==> config.mk <==
export PLATFORM = sky130hd
export DESIGN_NAME = fgm_cmd_map
export DESIGN_NICKNAME = d
export VERILOG_FILES = /design/src/rtl/fgm_pkg.sv /design/src/rtl/fgm_cmd_map.sv
export SDC_FILE = /design/constraint.sdc
export NUM_CORES = 1
export LEC_CHECK = 0
export ABC_AREA = 1
export BUFFER_PORTS_ARGS = -buffer_cell sky130_fd_sc_hd__buf_2
export CAP_MARGIN = 20
export CORE_MARGIN = 2
export CORE_UTILIZATION = 40
export DETAILED_ROUTE_END_ITERATION = 7
export SYNTH_ARGS = -nofsm -noshare
export SYNTH_HDL_FRONTEND = slang
export SYNTH_SLANG_ARGS = --single-unit
==> constraint.sdc <==
create_clock -name mclk -period 13.6 [get_ports mclk]
set_clock_uncertainty 0.2 [all_clocks]
set_input_delay 0 -clock mclk [delete_from_list [all_inputs] [get_ports mclk]]
set_output_delay 0 -clock mclk [all_outputs]
set_load 0.005 [all_outputs]
==> src/rtl/fgm_pkg.sv <==
// Constants and types shared by the fuel gauge command map.
package fgm_pkg;

    // Standard command codes, the even code of each pair.
    localparam logic [7:0] CMD_CONTROL = 8'h00;
    localparam logic [7:0] CMD_TEMP    = 8'h02;
    localparam logic [7:0] CMD_CELL_POTENTIAL    = 8'h04;
    localparam logic [7:0] CMD_COND    = 8'h06;
    localparam logic [7:0] CMD_NOMAV   = 8'h08;
    localparam logic [7:0] CMD_FULAV   = 8'h0A;
    localparam logic [7:0] CMD_RMC     = 8'h0C;
    localparam logic [7:0] CMD_FULCH   = 8'h0E;
    localparam logic [7:0] CMD_MEANI   = 8'h10;
    localparam logic [7:0] CMD_STBYI   = 8'h12;
    localparam logic [7:0] CMD_MAXI    = 8'h14;
    localparam logic [7:0] CMD_ENERGY  = 8'h16;
    localparam logic [7:0] CMD_POWER   = 8'h18;
    localparam logic [7:0] CMD_CHARGE  = 8'h1C;
    localparam logic [7:0] CMD_INTMP   = 8'h1E;
    localparam logic [7:0] CMD_HEALTH  = 8'h20;

    // Control subcommands handled by this block.
    localparam logic [15:0] SUB_STATUS  = 16'h0000;
    localparam logic [15:0] SUB_PREV    = 16'h0007;
    localparam logic [15:0] SUB_DEEP    = 16'h0010;
    localparam logic [15:0] SUB_SET_HIB = 16'h0011;
    localparam logic [15:0] SUB_CLR_HIB = 16'h0012;
    localparam logic [15:0] SUB_RESTORE = 16'h0015;
    localparam logic [15:0] SUB_LOCK    = 16'h0020;
    localparam logic [15:0] SUB_RESET   = 16'h0041;

    // Bit positions in the control status word.
    localparam int ST_HIBE  = 15;
    localparam int ST_LOCK  = 13;
    localparam int ST_INIT  = 7;
    localparam int ST_HIB   = 6;
    localparam int ST_DEEP  = 5;
    localparam int ST_SLEEP = 4;

    // Misc constants.
    localparam logic [2:0] BIT_LAST      = 3'h7;
    localparam logic       LOCK_AT_RESET = 1'b1;
    localparam logic [6:0] DEV_ADDR_DEF  = 7'h55;

    typedef enum logic [2:0] {PM_INIT, PM_NORMAL, PM_SLEEP, PM_DEEP, PM_HIB} fgm_mode_t;
    typedef enum logic [2:0] {BS_IDLE, BS_ADDR, BS_AACK, BS_WR, BS_WACK, BS_RD, BS_RACK} fgm_bus_t;

    typedef struct packed {
        logic       scl_m, scl_s, scl_p, sda_m, sda_s, sda_p;
        fgm_bus_t   phase;
        logic [2:0] cnt;
        logic [7:0] sh;
        logic       rw, hit, ack_drv, first;
        logic [7:0] ptr, wlo, wlo_ptr;
        logic       wlo_ok;
        logic [15:0] snap;
        logic [7:0] snap_ptr;
        logic       sda_o, sda_oe;
        logic [15:0] ctrl, prev;
        logic       stb;
        logic [15:0] host_temp, temp_out;
        logic       host_sel, locked, hib_req, deep_req;
        fgm_mode_t  mode;
    } fgm_state_t;

endpackage

==> src/rtl/fgm_cmd_map.sv <==
// Two-wire target and standard command map of the fuel gauge.
`timescale 1ns/1ps
`default_nettype none

// Behaviour
// Each command is a 16-bit word moved as low byte then high byte.
// A command is picked by its even code, the odd code names its high byte.
// Host sends the command code, then moves the two data bytes.
// Commands take effect only in normal power mode; else reads give zero.
// Locked state blocks unlocked-only control subcommands.
// Control word at 0x00/0x01 is readable and writable even when locked.
// Temperature word at 0x02/0x03 is readable and writable when locked.
// Cell voltage at 0x04/0x05 is read-only.
// Gauge condition word at 0x06/0x07 is read-only.
// Four capacity words at 0x08 to 0x0F are read-only.
// Three current words at 0x10 to 0x15 are read-only.
// Energy at 0x16/0x17 and power at 0x18/0x19 are read-only.
// Charge percentage at 0x1C/0x1D is read-only.
// Internal temperature at 0x1E/0x1F is read-only.
// State of health at 0x20/0x21 is read-only.
// A host-written temperature replaces the internal sensor reading.
// Power modes move on internal events; host may request some modes.
// Commands give the host access to control and status words.
// After selecting the control word the host writes a subcommand.
// Writes to read-only or unassigned codes have no effect.
module fgm_cmd_map
    import fgm_pkg::*;
#(
    parameter logic [6:0] DEV_ADDR = DEV_ADDR_DEF
) (
    // Clock and reset.
    input  wire logic        mclk,
    input  wire logic        rst_b,
    // Two-wire link pins.
    input  wire logic        scl_i,
    input  wire logic        sda_i,
    output var  logic        sda_o,
    output var  logic        sda_oe,
    // Measurements from the gauge core.
    input  wire logic [15:0] cell_potential_i,
    input  wire logic [15:0] cond_i,
    input  wire logic [15:0] nomav_i,
    input  wire logic [15:0] fulav_i,
    input  wire logic [15:0] rmc_i,
    input  wire logic [15:0] fulch_i,
    input  wire logic [15:0] meani_i,
    input  wire logic [15:0] stbyi_i,
    input  wire logic [15:0] maxi_i,
    input  wire logic [15:0] energy_i,
    input  wire logic [15:0] power_i,
    input  wire logic [15:0] charge_i,
    input  wire logic [15:0] intmp_i,
    input  wire logic [15:0] health_i,
    // Events from the gauge core.
    input  wire logic        init_done,
    input  wire logic        sleep_cond,
    input  wire logic        wake_evt,
    input  wire logic        unlock_req,
    // Results towards the gauge core.
    output var  logic [15:0] subcmd,
    output var  logic        subcmd_stb,
    output var  logic [15:0] temp_used,
    output var  logic        locked_state,
    output var  logic        hib_req,
    output var  fgm_mode_t   power_mode
);

    fgm_state_t  st_q;
    fgm_state_t  st_d;
    logic        rst_m_q;
    logic        rst_s_q;
    logic        start_c;
    logic        stop_c;
    logic        hit_c;
    logic        commit_c;
    logic [7:0]  commit_ptr_c;
    logic [15:0] commit_word_c;

    // Reset is released through two flops so that removal is clean.
    always_ff @(posedge mclk or negedge rst_b) begin
        if (!rst_b) begin
            rst_m_q <= 1'b0;
            rst_s_q <= 1'b0;
        end else begin
            rst_m_q <= 1'b1;
            rst_s_q <= rst_m_q;
        end
    end

    // Word seen by a read; outside normal mode every read shows zero.
    function automatic logic [15:0] rd_word(input logic [7:0] a);
        logic [15:0] s;
        s = 16'h0000;
        s[ST_HIBE]  = (st_q.mode == PM_HIB);
        s[ST_LOCK]  = st_q.locked;
        s[ST_INIT]  = (st_q.mode != PM_INIT);
        s[ST_HIB]   = st_q.hib_req;
        s[ST_DEEP]  = st_q.deep_req;
        s[ST_SLEEP] = (st_q.mode == PM_SLEEP);
        if (st_q.mode != PM_NORMAL) begin
            return 16'h0000;
        end
        case (a)
            CMD_CONTROL: begin
                if (st_q.ctrl == SUB_STATUS) begin
                    return s;
                end else if (st_q.ctrl == SUB_PREV && !st_q.locked) begin
                    return st_q.prev;
                end else begin
                    return st_q.ctrl;
                end
            end
            CMD_TEMP:   return st_q.temp_out;
            CMD_CELL_POTENTIAL:   return cell_potential_i;
            CMD_COND:   return cond_i;
            CMD_NOMAV:  return nomav_i;
            CMD_FULAV:  return fulav_i;
            CMD_RMC:    return rmc_i;
            CMD_FULCH:  return fulch_i;
            CMD_MEANI:  return meani_i;
            CMD_STBYI:  return stbyi_i;
            CMD_MAXI:   return maxi_i;
            CMD_ENERGY: return energy_i;
            CMD_POWER:  return power_i;
            CMD_CHARGE: return charge_i;
            CMD_INTMP:  return intmp_i;
            CMD_HEALTH: return health_i;
            default:    return 16'h0000;
        endcase
    endfunction

    // Next state: pin sampling, link sequencing, command map and power modes.
    always_comb begin
        logic       rise;
        logic       fall;
        logic       load;
        logic       wr;
        logic [7:0] b;
        logic [15:0] w;
        rise = 1'b0;
        fall = 1'b0;
        load = 1'b0;
        wr   = 1'b0;
        b    = 8'h00;
        w    = 16'h0000;
        st_d = st_q;
        hit_c = 1'b0;
        commit_c = 1'b0;
        commit_ptr_c = 8'h00;
        commit_word_c = 16'h0000;
        st_d.stb = 1'b0;
        st_d.sda_o = 1'b0;
        // Pins pass three flops; only the second and third stages feed any logic.
        st_d.scl_m = scl_i;
        st_d.scl_s = st_q.scl_m;
        st_d.scl_p = st_q.scl_s;
        st_d.sda_m = sda_i;
        st_d.sda_s = st_q.sda_m;
        st_d.sda_p = st_q.sda_s;
        start_c = st_q.scl_s & st_q.scl_p & st_q.sda_p & ~st_q.sda_s;
        stop_c  = st_q.scl_s & st_q.scl_p & ~st_q.sda_p & st_q.sda_s;
        rise = st_q.scl_s & ~st_q.scl_p;
        fall = ~st_q.scl_s & st_q.scl_p;

        // Link sequencing; a start or stop aborts whatever byte is in flight.
        if (start_c) begin
            st_d.phase = BS_ADDR;
            st_d.cnt = 3'h0;
            st_d.sda_oe = 1'b0;
        end else if (stop_c) begin
            st_d.phase = BS_IDLE;
            st_d.sda_oe = 1'b0;
        end else begin
            case (st_q.phase)
                BS_ADDR: begin
                    if (rise) begin
                        b = {st_q.sh[6:0], st_q.sda_s};
                        st_d.sh = b;
                        st_d.cnt = st_q.cnt + 3'h1;
                        if (st_q.cnt == BIT_LAST) begin
                            st_d.phase = BS_AACK;
                            st_d.ack_drv = 1'b0;
                            st_d.hit = (b[7:1] == DEV_ADDR);
                            st_d.rw = b[0];
                            st_d.first = ~b[0];
                            hit_c = (b[7:1] == DEV_ADDR);
                        end
                    end
                end
                BS_AACK, BS_WACK: begin
                    if (fall && !st_q.ack_drv) begin
                        st_d.ack_drv = 1'b1;
                        st_d.sda_oe = st_q.hit;
                    end else if (fall) begin
                        st_d.ack_drv = 1'b0;
                        st_d.sda_oe = 1'b0;
                        st_d.cnt = 3'h0;
                        if (!st_q.hit) begin
                            st_d.phase = BS_IDLE;
                        end else if (st_q.phase == BS_AACK && st_q.rw) begin
                            load = 1'b1;
                        end else begin
                            st_d.phase = BS_WR;
                        end
                    end
                end
                BS_WR: begin
                    if (rise) begin
                        b = {st_q.sh[6:0], st_q.sda_s};
                        st_d.sh = b;
                        st_d.cnt = st_q.cnt + 3'h1;
                        if (st_q.cnt == BIT_LAST) begin
                            st_d.phase = BS_WACK;
                            st_d.ack_drv = 1'b0;
                            st_d.hit = 1'b1;
                            if (st_q.first) begin
                                st_d.ptr = b;
                                st_d.first = 1'b0;
                                st_d.wlo_ok = 1'b0;
                            end else begin
                                wr = 1'b1;
                            end
                        end
                    end
                end
                BS_RD: begin
                    if (rise) begin
                        st_d.cnt = st_q.cnt + 3'h1;
                        if (st_q.cnt == BIT_LAST) begin
                            st_d.phase = BS_RACK;
                            st_d.ack_drv = 1'b0;
                        end
                    end else if (fall) begin
                        st_d.sh = {st_q.sh[6:0], 1'b0};
                        st_d.sda_oe = ~st_q.sh[6];
                    end
                end
                BS_RACK: begin
                    if (fall && !st_q.ack_drv) begin
                        st_d.sda_oe = 1'b0;
                        st_d.ack_drv = 1'b1;
                    end else if (rise && st_q.ack_drv) begin
                        st_d.hit = ~st_q.sda_s;
                        if (!st_q.sda_s) begin
                            st_d.ptr = st_q.ptr + 8'h01;
                        end
                    end else if (fall) begin
                        st_d.ack_drv = 1'b0;
                        if (st_q.hit) begin
                            load = 1'b1;
                        end else begin
                            st_d.phase = BS_IDLE;
                        end
                    end
                end
                default: st_d.phase = BS_IDLE;
            endcase
        end

        // Even byte of a read snapshots the word so both halves agree.
        if (load) begin
            w = rd_word({st_q.ptr[7:1], 1'b0});
            if (!st_q.ptr[0]) begin
                st_d.snap = w;
                st_d.snap_ptr = st_q.ptr;
                b = w[7:0];
            end else if (st_q.snap_ptr == {st_q.ptr[7:1], 1'b0}) begin
                b = st_q.snap[15:8];
            end else begin
                b = w[15:8];
            end
            st_d.phase = BS_RD;
            st_d.sh = b;
            st_d.sda_oe = ~b[7];
            st_d.cnt = 3'h0;
        end

        // Low byte waits; the high byte commits the whole word at once.
        if (wr) begin
            st_d.ptr = st_q.ptr + 8'h01;
            if (!st_q.ptr[0]) begin
                st_d.wlo = b;
                st_d.wlo_ptr = st_q.ptr;
                st_d.wlo_ok = 1'b1;
            end else if (st_q.wlo_ok && st_q.wlo_ptr == {st_q.ptr[7:1], 1'b0}) begin
                st_d.wlo_ok = 1'b0;
                commit_c = (st_q.mode == PM_NORMAL);
                commit_ptr_c = st_q.wlo_ptr;
                commit_word_c = {b, st_q.wlo};
            end
        end

        // Power modes; clears here come before the sets further down.
        case (st_q.mode)
            PM_INIT: begin
                if (init_done) begin
                    st_d.mode = PM_NORMAL;
                end
            end
            PM_NORMAL: begin
                if (sleep_cond) begin
                    st_d.mode = PM_SLEEP;
                end
            end
            PM_SLEEP: begin
                if (hit_c || !sleep_cond) begin
                    st_d.mode = PM_NORMAL;
                end else if (st_q.hib_req) begin
                    st_d.mode = PM_HIB;
                end else if (st_q.deep_req) begin
                    st_d.mode = PM_DEEP;
                end
            end
            PM_DEEP: begin
                if (hit_c) begin
                    st_d.mode = PM_SLEEP;
                    st_d.deep_req = 1'b0;
                end
            end
            PM_HIB: begin
                if (wake_evt) begin
                    st_d.mode = PM_SLEEP;
                    st_d.hib_req = 1'b0;
                end
            end
            default: st_d.mode = PM_INIT;
        endcase

        if (unlock_req) begin
            st_d.locked = 1'b0;
        end

        // Word commits; read-only and unassigned codes fall through untouched.
        if (commit_c) begin
            case (commit_ptr_c)
                CMD_CONTROL: begin
                    if (!(st_q.locked && (commit_word_c == SUB_RESTORE ||
                          commit_word_c == SUB_LOCK || commit_word_c == SUB_RESET ||
                          commit_word_c == SUB_PREV))) begin
                        st_d.ctrl = commit_word_c;
                        st_d.stb = 1'b1;
                        if (commit_word_c < SUB_RESTORE && commit_word_c != SUB_PREV) begin
                            st_d.prev = commit_word_c;
                        end
                        case (commit_word_c)
                            SUB_LOCK:    st_d.locked = 1'b1;
                            SUB_DEEP:    st_d.deep_req = 1'b1;
                            SUB_SET_HIB: st_d.hib_req = 1'b1;
                            SUB_CLR_HIB: st_d.hib_req = 1'b0;
                            default:     st_d.deep_req = st_d.deep_req;
                        endcase
                    end
                end
                CMD_TEMP: begin
                    st_d.host_temp = commit_word_c;
                    st_d.host_sel = 1'b1;
                end
                default: st_d.ctrl = st_d.ctrl;
            endcase
        end

        // Host value wins once written; the sensor is only the fallback.
        st_d.temp_out = st_q.host_sel ? st_q.host_temp : intmp_i;
    end

    // All state in one register, reset to idle and to the locked state.
    always_ff @(posedge mclk or negedge rst_s_q) begin
        if (!rst_s_q) begin
            st_q <= '0;
            st_q.locked <= LOCK_AT_RESET;
        end else begin
            st_q <= st_d;
        end
    end

    // Outputs straight from the state register.
    assign sda_o        = st_q.sda_o;
    assign sda_oe       = st_q.sda_oe;
    assign subcmd       = st_q.ctrl;
    assign subcmd_stb   = st_q.stb;
    assign temp_used    = st_q.temp_out;
    assign locked_state = st_q.locked;
    assign hib_req      = st_q.hib_req;
    assign power_mode   = st_q.mode;
endmodule

`default_nettype wire

==> results of run 1 <==
-- layout make-up --
cell class                 count  share of cell area (%)
antenna                        1                  0.0211
clock buffer                  18                    3.62
clock inverter                14                   0.845
inverter                     147                    4.66
multi-input combinational   1092                    42.1
sequential                   137                    29.0
tap                          319                    3.37
timing repair buffer         330                    16.4
-- stage by stage --
step	hold slack [ps]	util, %	setup slack [ps]
6_report	27.8	50.6	8260
5_1_grt	11.5	50.6	7870
4_1_cts	2.90	50.6	8380
3_5_place_dp	-413	45.9	9440
3_3_place_gp	-414	45.9	9510
2_1_floorplan	-496	-	9300
-- worst register-to-register path: stages (launching register included) --
cell and delay, ps:
dfrtp_1 500, inv_2 110, nand2_2 70, nor2_4 60
buf_4 550, nand2_1 380, inv_2 360, nand2_1 90
nand3_1 80, dlygate4sd3_1 550, nor2_1 50, dlygate4sd3_1 580
nand3_1 110, nand3_1 70, nand2_1 100, nand3_2 90
nand2_1 150, nand2_1 70, nand2_1 130, nor2_4 60
nand3_2 80, nand2_2 310, inv_2 350, nand3_1 110
nand2_1 70
-- path summary, 6_finish.rpt --
path | from | endpoint | slack (ps)
max | st_q[122] | st_q[41] | 8260
min | scl_i | st_d[145] | 30
max reg2reg | st_q[122] | st_q[41] | 8260
min reg2reg | st_d[145] | st_d[144] | 150
max in group asynchronous | rst_s_q | st_q[48] | 11540
min in group asynchronous | rst_b | rst_s_q | 210
-- repair_timing --
item / in CTS / in global routing
endpoints found under the setup margin: 0 / 0
hold endpoints to repair: 33 / 0
hold buffers: 56 / 0
buffers inserted: 0 / 0
-- layer usage --
| metal | global-route usage [%] | wire length (um) |
|---|---|---|
| met4 | 16.1 | 2040 |
| met2 | 52.3 | 18600 |
| met3 | 4.76 | 2650 |
| met1 | 39.8 | 16500 |
| met5 | 0 | 0 |
-- registers in the layout, summed over array words and instances, names as in the netlist --
signal	cells
st_q	92
subcmd	16
temp_used	16
st_d	4
power_mode	3
hib_req	1
locked_state	1
rst_m_q	1
rst_s_q	1
sda_oe	1
subcmd_stb	1
-- layout by cell type, fill, tap and decap left out, types with 31 or more instances in the layout --
cell / Yosys / layout
nor2_1: 158 / 158
dfrtp_1: 136 / 135
dlygate4sd3_1: 0 / 56
nand3_1: 147 / 147
a21oi_1: 31 / 31
buf_2: 16 / 270
o21ai_0: 92 / 92
inv_1: 122 / 122
nand2_1: 499 / 499
-- cell families after synthesis --
family | count (synthesis) | synth area share [%]
and+or+nand+nor | 897 | 40.4
xor gates and xnor gates | 11 | 1.02
other | 2 | 0.0792
adders and majority gates | 4 | 0.528
buffers and inverters | 228 | 11.3
AOI/OAI and AO/OA | 178 | 10.5
DFF | 137 | 36.2
-- where the power goes --
part	internal, mW	total, mW	switching, mW	leakage, nW
Combinational	0.217	0.633	0.417	4.36
Sequential	0.455	0.522	0.0671	1.65
Clock	0.233	0.420	0.187	0.245
==> results_dict.tcl, run 1 <==
set metrics [dict create \
    critical_path_depth 24 \
    layout_min_cycle_time_ps 5340 \
    ys_seq_area_share_pct 36.2 \
    slowest_stage "dlygate4sd3_1" \
    numCtsBuffers 17 \
    fillers 2484 \
    crit_fanout 73 \
    crit_type "register to register" \
    netlist_area_sq_mm 0.00948 \
    viasPerCell 5.21 \
    synth_area_leaders "dfrtp_1 (36%), nand2_1 (20%), nand3_1 (7.8%), nor2_1 (6.3%), o21ai_0 (4.9%)" \
    finalInstanceArea_sq_mm 0.0118 \
    cts_resized 0 \
    worst-path-buf-inv 6 \
    hold_class "input pin to register" \
    drc 0 \
    avgSynthCellArea_sq_um 6.51 \
    drive_above_1_share_pct 21.5 \
    die_h_um 158 \
    grt_antenna_before_repair 1 \
    synth_cells 1457 \
    grt_max_degree 75 \
    maxCapViolations 0 \
    worstPathRequired_ps 13760 \
    ir_drop_mv 0.0993 \
    fin_nets 1961 \
    first_global_vias 10300 \
    synth_edf_count 0 \
    finalPower_mw 1.58 \
    yosysMostFrequentCell "nand2_1" \
    port-buffer-count 270 \
    die_w_um 158 \
    clkTransAtPathRegs_ps 60 \
    endpoint_kind "register" \
    yosysTopAreaCell "dfrtp_1" \
    dp.cells 1969 \
    crit_top_cell "nand2_1" \
    critPathTopFamily "buffers and inverters" \
    firstDrtPassIters 5 \
    slowest_delay_ps 580 \
    synth.top_cells.by_count "nand2_1 (499), nor2_1 (158), nand3_1 (147)" \
    multiInputGateArea_sq_mm 0.00498 \
    path_cells "inv_2, nand2_2, nor2_4, buf_4, nand2_1, inv_2, nand2_1, nand3_1, dlygate4sd3_1, nor2_1, dlygate4sd3_1, nand3_1, nand3_1, nand2_1, nand3_2, nand2_1, nand2_1, nand2_1, nor2_4, nand3_2, nand2_2, inv_2, nand3_1, nand2_1" \
    cts_tree "done" \
    ant_nets 0 \
    synthArstFlopShare_pct 100 \
    io_pins 272 \
    placed_cell_area_sq_mm 0.0107 \
    final_cells 2058 \
    tightest_slew_ps 1000 \
    seqCellArea_sq_mm 0.00343 \
    max_freq_mhz 187 \
    grt_use_total_pct 31.5 \
    grt-ovfl-total 0 \
    timing.critical_path.arrival_ps 5500 \
    synth.top_cell.area_share_pct 35.9 \
    synth_cell_types 47 \
    cts_max_level 4 \
    p_per_area_mw_per_mm2 133 \
    ys_seq_elements 137 \
    rows 56 \
    grt_pass1_wl_mm 58.5 \
    clock_sinks 137 \
    drt_wl_total_mm 39.8 \
    first_iter_violations 1256 \
    power.leakage_nw 6.25 \
    clockRootBuffer "clkbuf_16" \
    totalNegativeSetupSlack_ps 0 \
    relSlewSlack_pct 32.7 \
    reg2regPathDepth 24 \
    hold_violations 0 \
    die_area_sq_mm 0.0250 \
    status "finished clean" \
    max-clock-path-buffers 2 \
    yosysWarningCount 0 \
    syn_nets 1693 \
    wl_per_cell_um 19.3 \
    holdPathStages 2 \
    ys.flop_type "dfrtp_1" \
    start_util_pct 40.5 \
    fp.coreArea_sq_mm 0.0234 \
    routabilityCongestion 0.980 \
    hpwlAfterDp_mm 31.6 \
    syn_to_final_growth_pct 24.9 \
    rsz0062_at_grt "false" \
    post-route-period-util_pct 39.3 \
    clock_latency_ps 420 \
    start_kind "register" \
    final_max_slew_viol_count 0 \
    num_vias 10700 \
    finalSetupViolations 0 \
]
Power figures use the tool's default switching activity.
==> inputs of run 2 (changes only) <==
clock period = 5.47 ns   (was 13.6 ns; I/O delays follow)
==> run 2 against run 1 <==
  * Global-route usage rose by 1.8 points
  * Critical path depth is the same
  * Combinational power rose to 2.6 times the previous value
  * Fmax up 4.2%
  * Core utilization grew 0.58 points
  * Via count increased by 1.9%
  * Flip-flop and latch count unchanged
  * Critical path type unchanged
==> results_dict.tcl, run 2 (synthesis results as in run 1) <==
set metrics [dict create \
    first_iter_violations 1196 \
    cts_tree "done" \
    slowest_stage "dlygate4sd3_1" \
    final_cell_mix "nand2_1 (499), buf_2 (270), nor2_1 (158), nand3_1 (147), dfrtp_1 (135)" \
    ir_drop_mv 0.223 \
    num_vias 10900 \
    seqCellArea_sq_mm 0.00343 \
    crit_type "register to register" \
    clockRootBuffer "clkbuf_16" \
    p_per_area_mw_per_mm2 346 \
    status "finished clean" \
    cts_resized 0 \
    rows 56 \
    post-route-period-util_pct 93.7 \
    path_cells "inv_2, nand2_2, nor2_4, buf_4, nand2_1, inv_1, nand2_1, nand3_1, dlygate4sd3_1, nor2_1, dlygate4sd3_1, nand3_1, nand3_1, nand2_1, nand3_2, nand2_1, nand2_1, nand2_1, nor2_4, nand3_2, nand2_2, inv_2, nand3_1, nand2_1" \
    critPathLaunch "st_q[122]" \
    maxCapViolations 0 \
    relSlewSlack_pct 34.4 \
    fp.coreArea_sq_mm 0.0234 \
    mostFrequentLayoutCell "nand2_1" \
    die_w_um 158 \
    wl_per_cell_um 20.3 \
    worst-path-buf-inv 6 \
    multiInputGateArea_sq_mm 0.00498 \
    die_area_sq_mm 0.0250 \
    drc 0 \
    die_h_um 158 \
    grt_max_degree 56 \
    hold_violations 0 \
    timing.hold.ws_ps 15.8 \
    io_pins 272 \
    placed_cell_area_sq_mm 0.0108 \
    ant_nets 0 \
    top_register "st_q" \
    worst_hold_startpoint "sda_i" \
    syn_to_final_growth_pct 26.3 \
    start_util_pct 40.5 \
    finalInstanceArea_sq_mm 0.0120 \
    routabilityCongestion 1.02 \
    r2r_start "st_q[122]" \
    numCtsBuffers 17 \
    wl_met2_mm 18.8 \
    worstPathRequired_ps 5640 \
    crit_top_cell "nand2_1" \
    totalNegativeSetupSlack_ps 0 \
    grt_use_total_pct 33.3 \
    tightest_slew_ps 977 \
    fillers 2469 \
    clock_latency_ps 430 \
    endpoint_kind "register" \
    grt_antenna_before_repair 0 \
    port-buffer-count 270 \
    drive_above_1_share_pct 21.9 \
    timing.critical_path.arrival_ps 5300 \
    wl_met3_mm 3.18 \
    firstDrtPassIters 5 \
    layout_min_cycle_time_ps 5130 \
    top_layer "met4" \
    hold_class "input pin to register" \
    clkTransAtPathRegs_ps 60 \
    power.leakage_nw 6.35 \
    critPathTopFamily "buffers and inverters" \
    largest_reg_flops 92 \
    cts_max_level 4 \
    max_freq_mhz 195 \
    slowest_delay_ps 580 \
    first_global_vias 10600 \
    fin_nets 1968 \
    clock_sinks 137 \
    rsz0062_at_grt "false" \
    n_antenna_cell 0 \
    max-clock-path-buffers 2 \
    crit_fanout 31 \
    grt-ovfl-total 0 \
    hpwlAfterDp_mm 33.0 \
    final_max_slew_viol_count 0 \
    grt_pass1_wl_mm 61.5 \
    viasPerCell 5.30 \
    finalSetupViolations 0 \
    drt_wl_total_mm 41.9 \
    drt-met1-wl_mm 17.4 \
    start_kind "register" \
]
## run 2: changes by cell type in the layout (fill, tap and decap cells not counted), sizes merged
| cell | change |
|---|---|
| clkinv | +2 |
| diode | -1 |
| clkbuf | +3 |
| bufinv | +3 |
| inv | -2 |
| buf | +9 |
| dlygate4sd3 | -2 |
| clkinvlp | -6 |
## run 2: stage by stage
step	worst slack [ps]	total power, mW	utilization [%]	instances
5_1_grt	79.9	4.38	51.2	2064
6_report	343	4.14	51.2	2064
3_5_place_dp	1460	2.78	46.1	1974
2_1_floorplan	1170	2.30	-	1457
3_3_place_gp	1510	2.78	46.1	1974
4_1_cts	434	4.09	51.0	2060
## run 2: area by class of cell
| type | instances | area share [%] |
|---|---|---|
| sequential | 137 | 28.7 |
| tap | 319 | 3.33 |
| clock inverter | 11 | 1.21 |
| multi-input combinational | 1092 | 41.6 |
| inverter | 147 | 4.61 |
| clock buffer | 21 | 3.93 |
| timing repair buffer | 337 | 16.6 |
## run 2: what timing repair did
| action | CTS | global route |
|---|---|---|
| buffers inserted | 0 | 3 |
| endpoints found under the setup margin | 0 | 8 |
| hold endpoints to repair | 33 | 0 |
| hold buffers | 54 | 0 |
## run 2: worst paths after layout
kind | endpoint | slack [ps] | depth (start not counted)
max | st_q[40] | 340 | 24
min | st_d[142] | 20 | 2
max reg2reg | st_q[40] | 340 | 24
min reg2reg | st_q[43] | 50 | 0
max in group asynchronous | st_q[113] | 3940 | 1
min in group asynchronous | st_q[43] | 50 | 0
## run 2: power by group
group	switching, mW	internal, mW	total (mW)
Clock	0.456	0.754	1.21
Combinational	1.07	0.558	1.63
Sequential	0.169	1.13	1.30
Total	1.70	2.44	4.14
## run 2: metal layers
metal,global-route usage [%],vias to the layer above
li1,-,5195
met1,42.5,5050
met2,52.9,559
met3,5.83,126
met4,19.6,0
met5,0,-
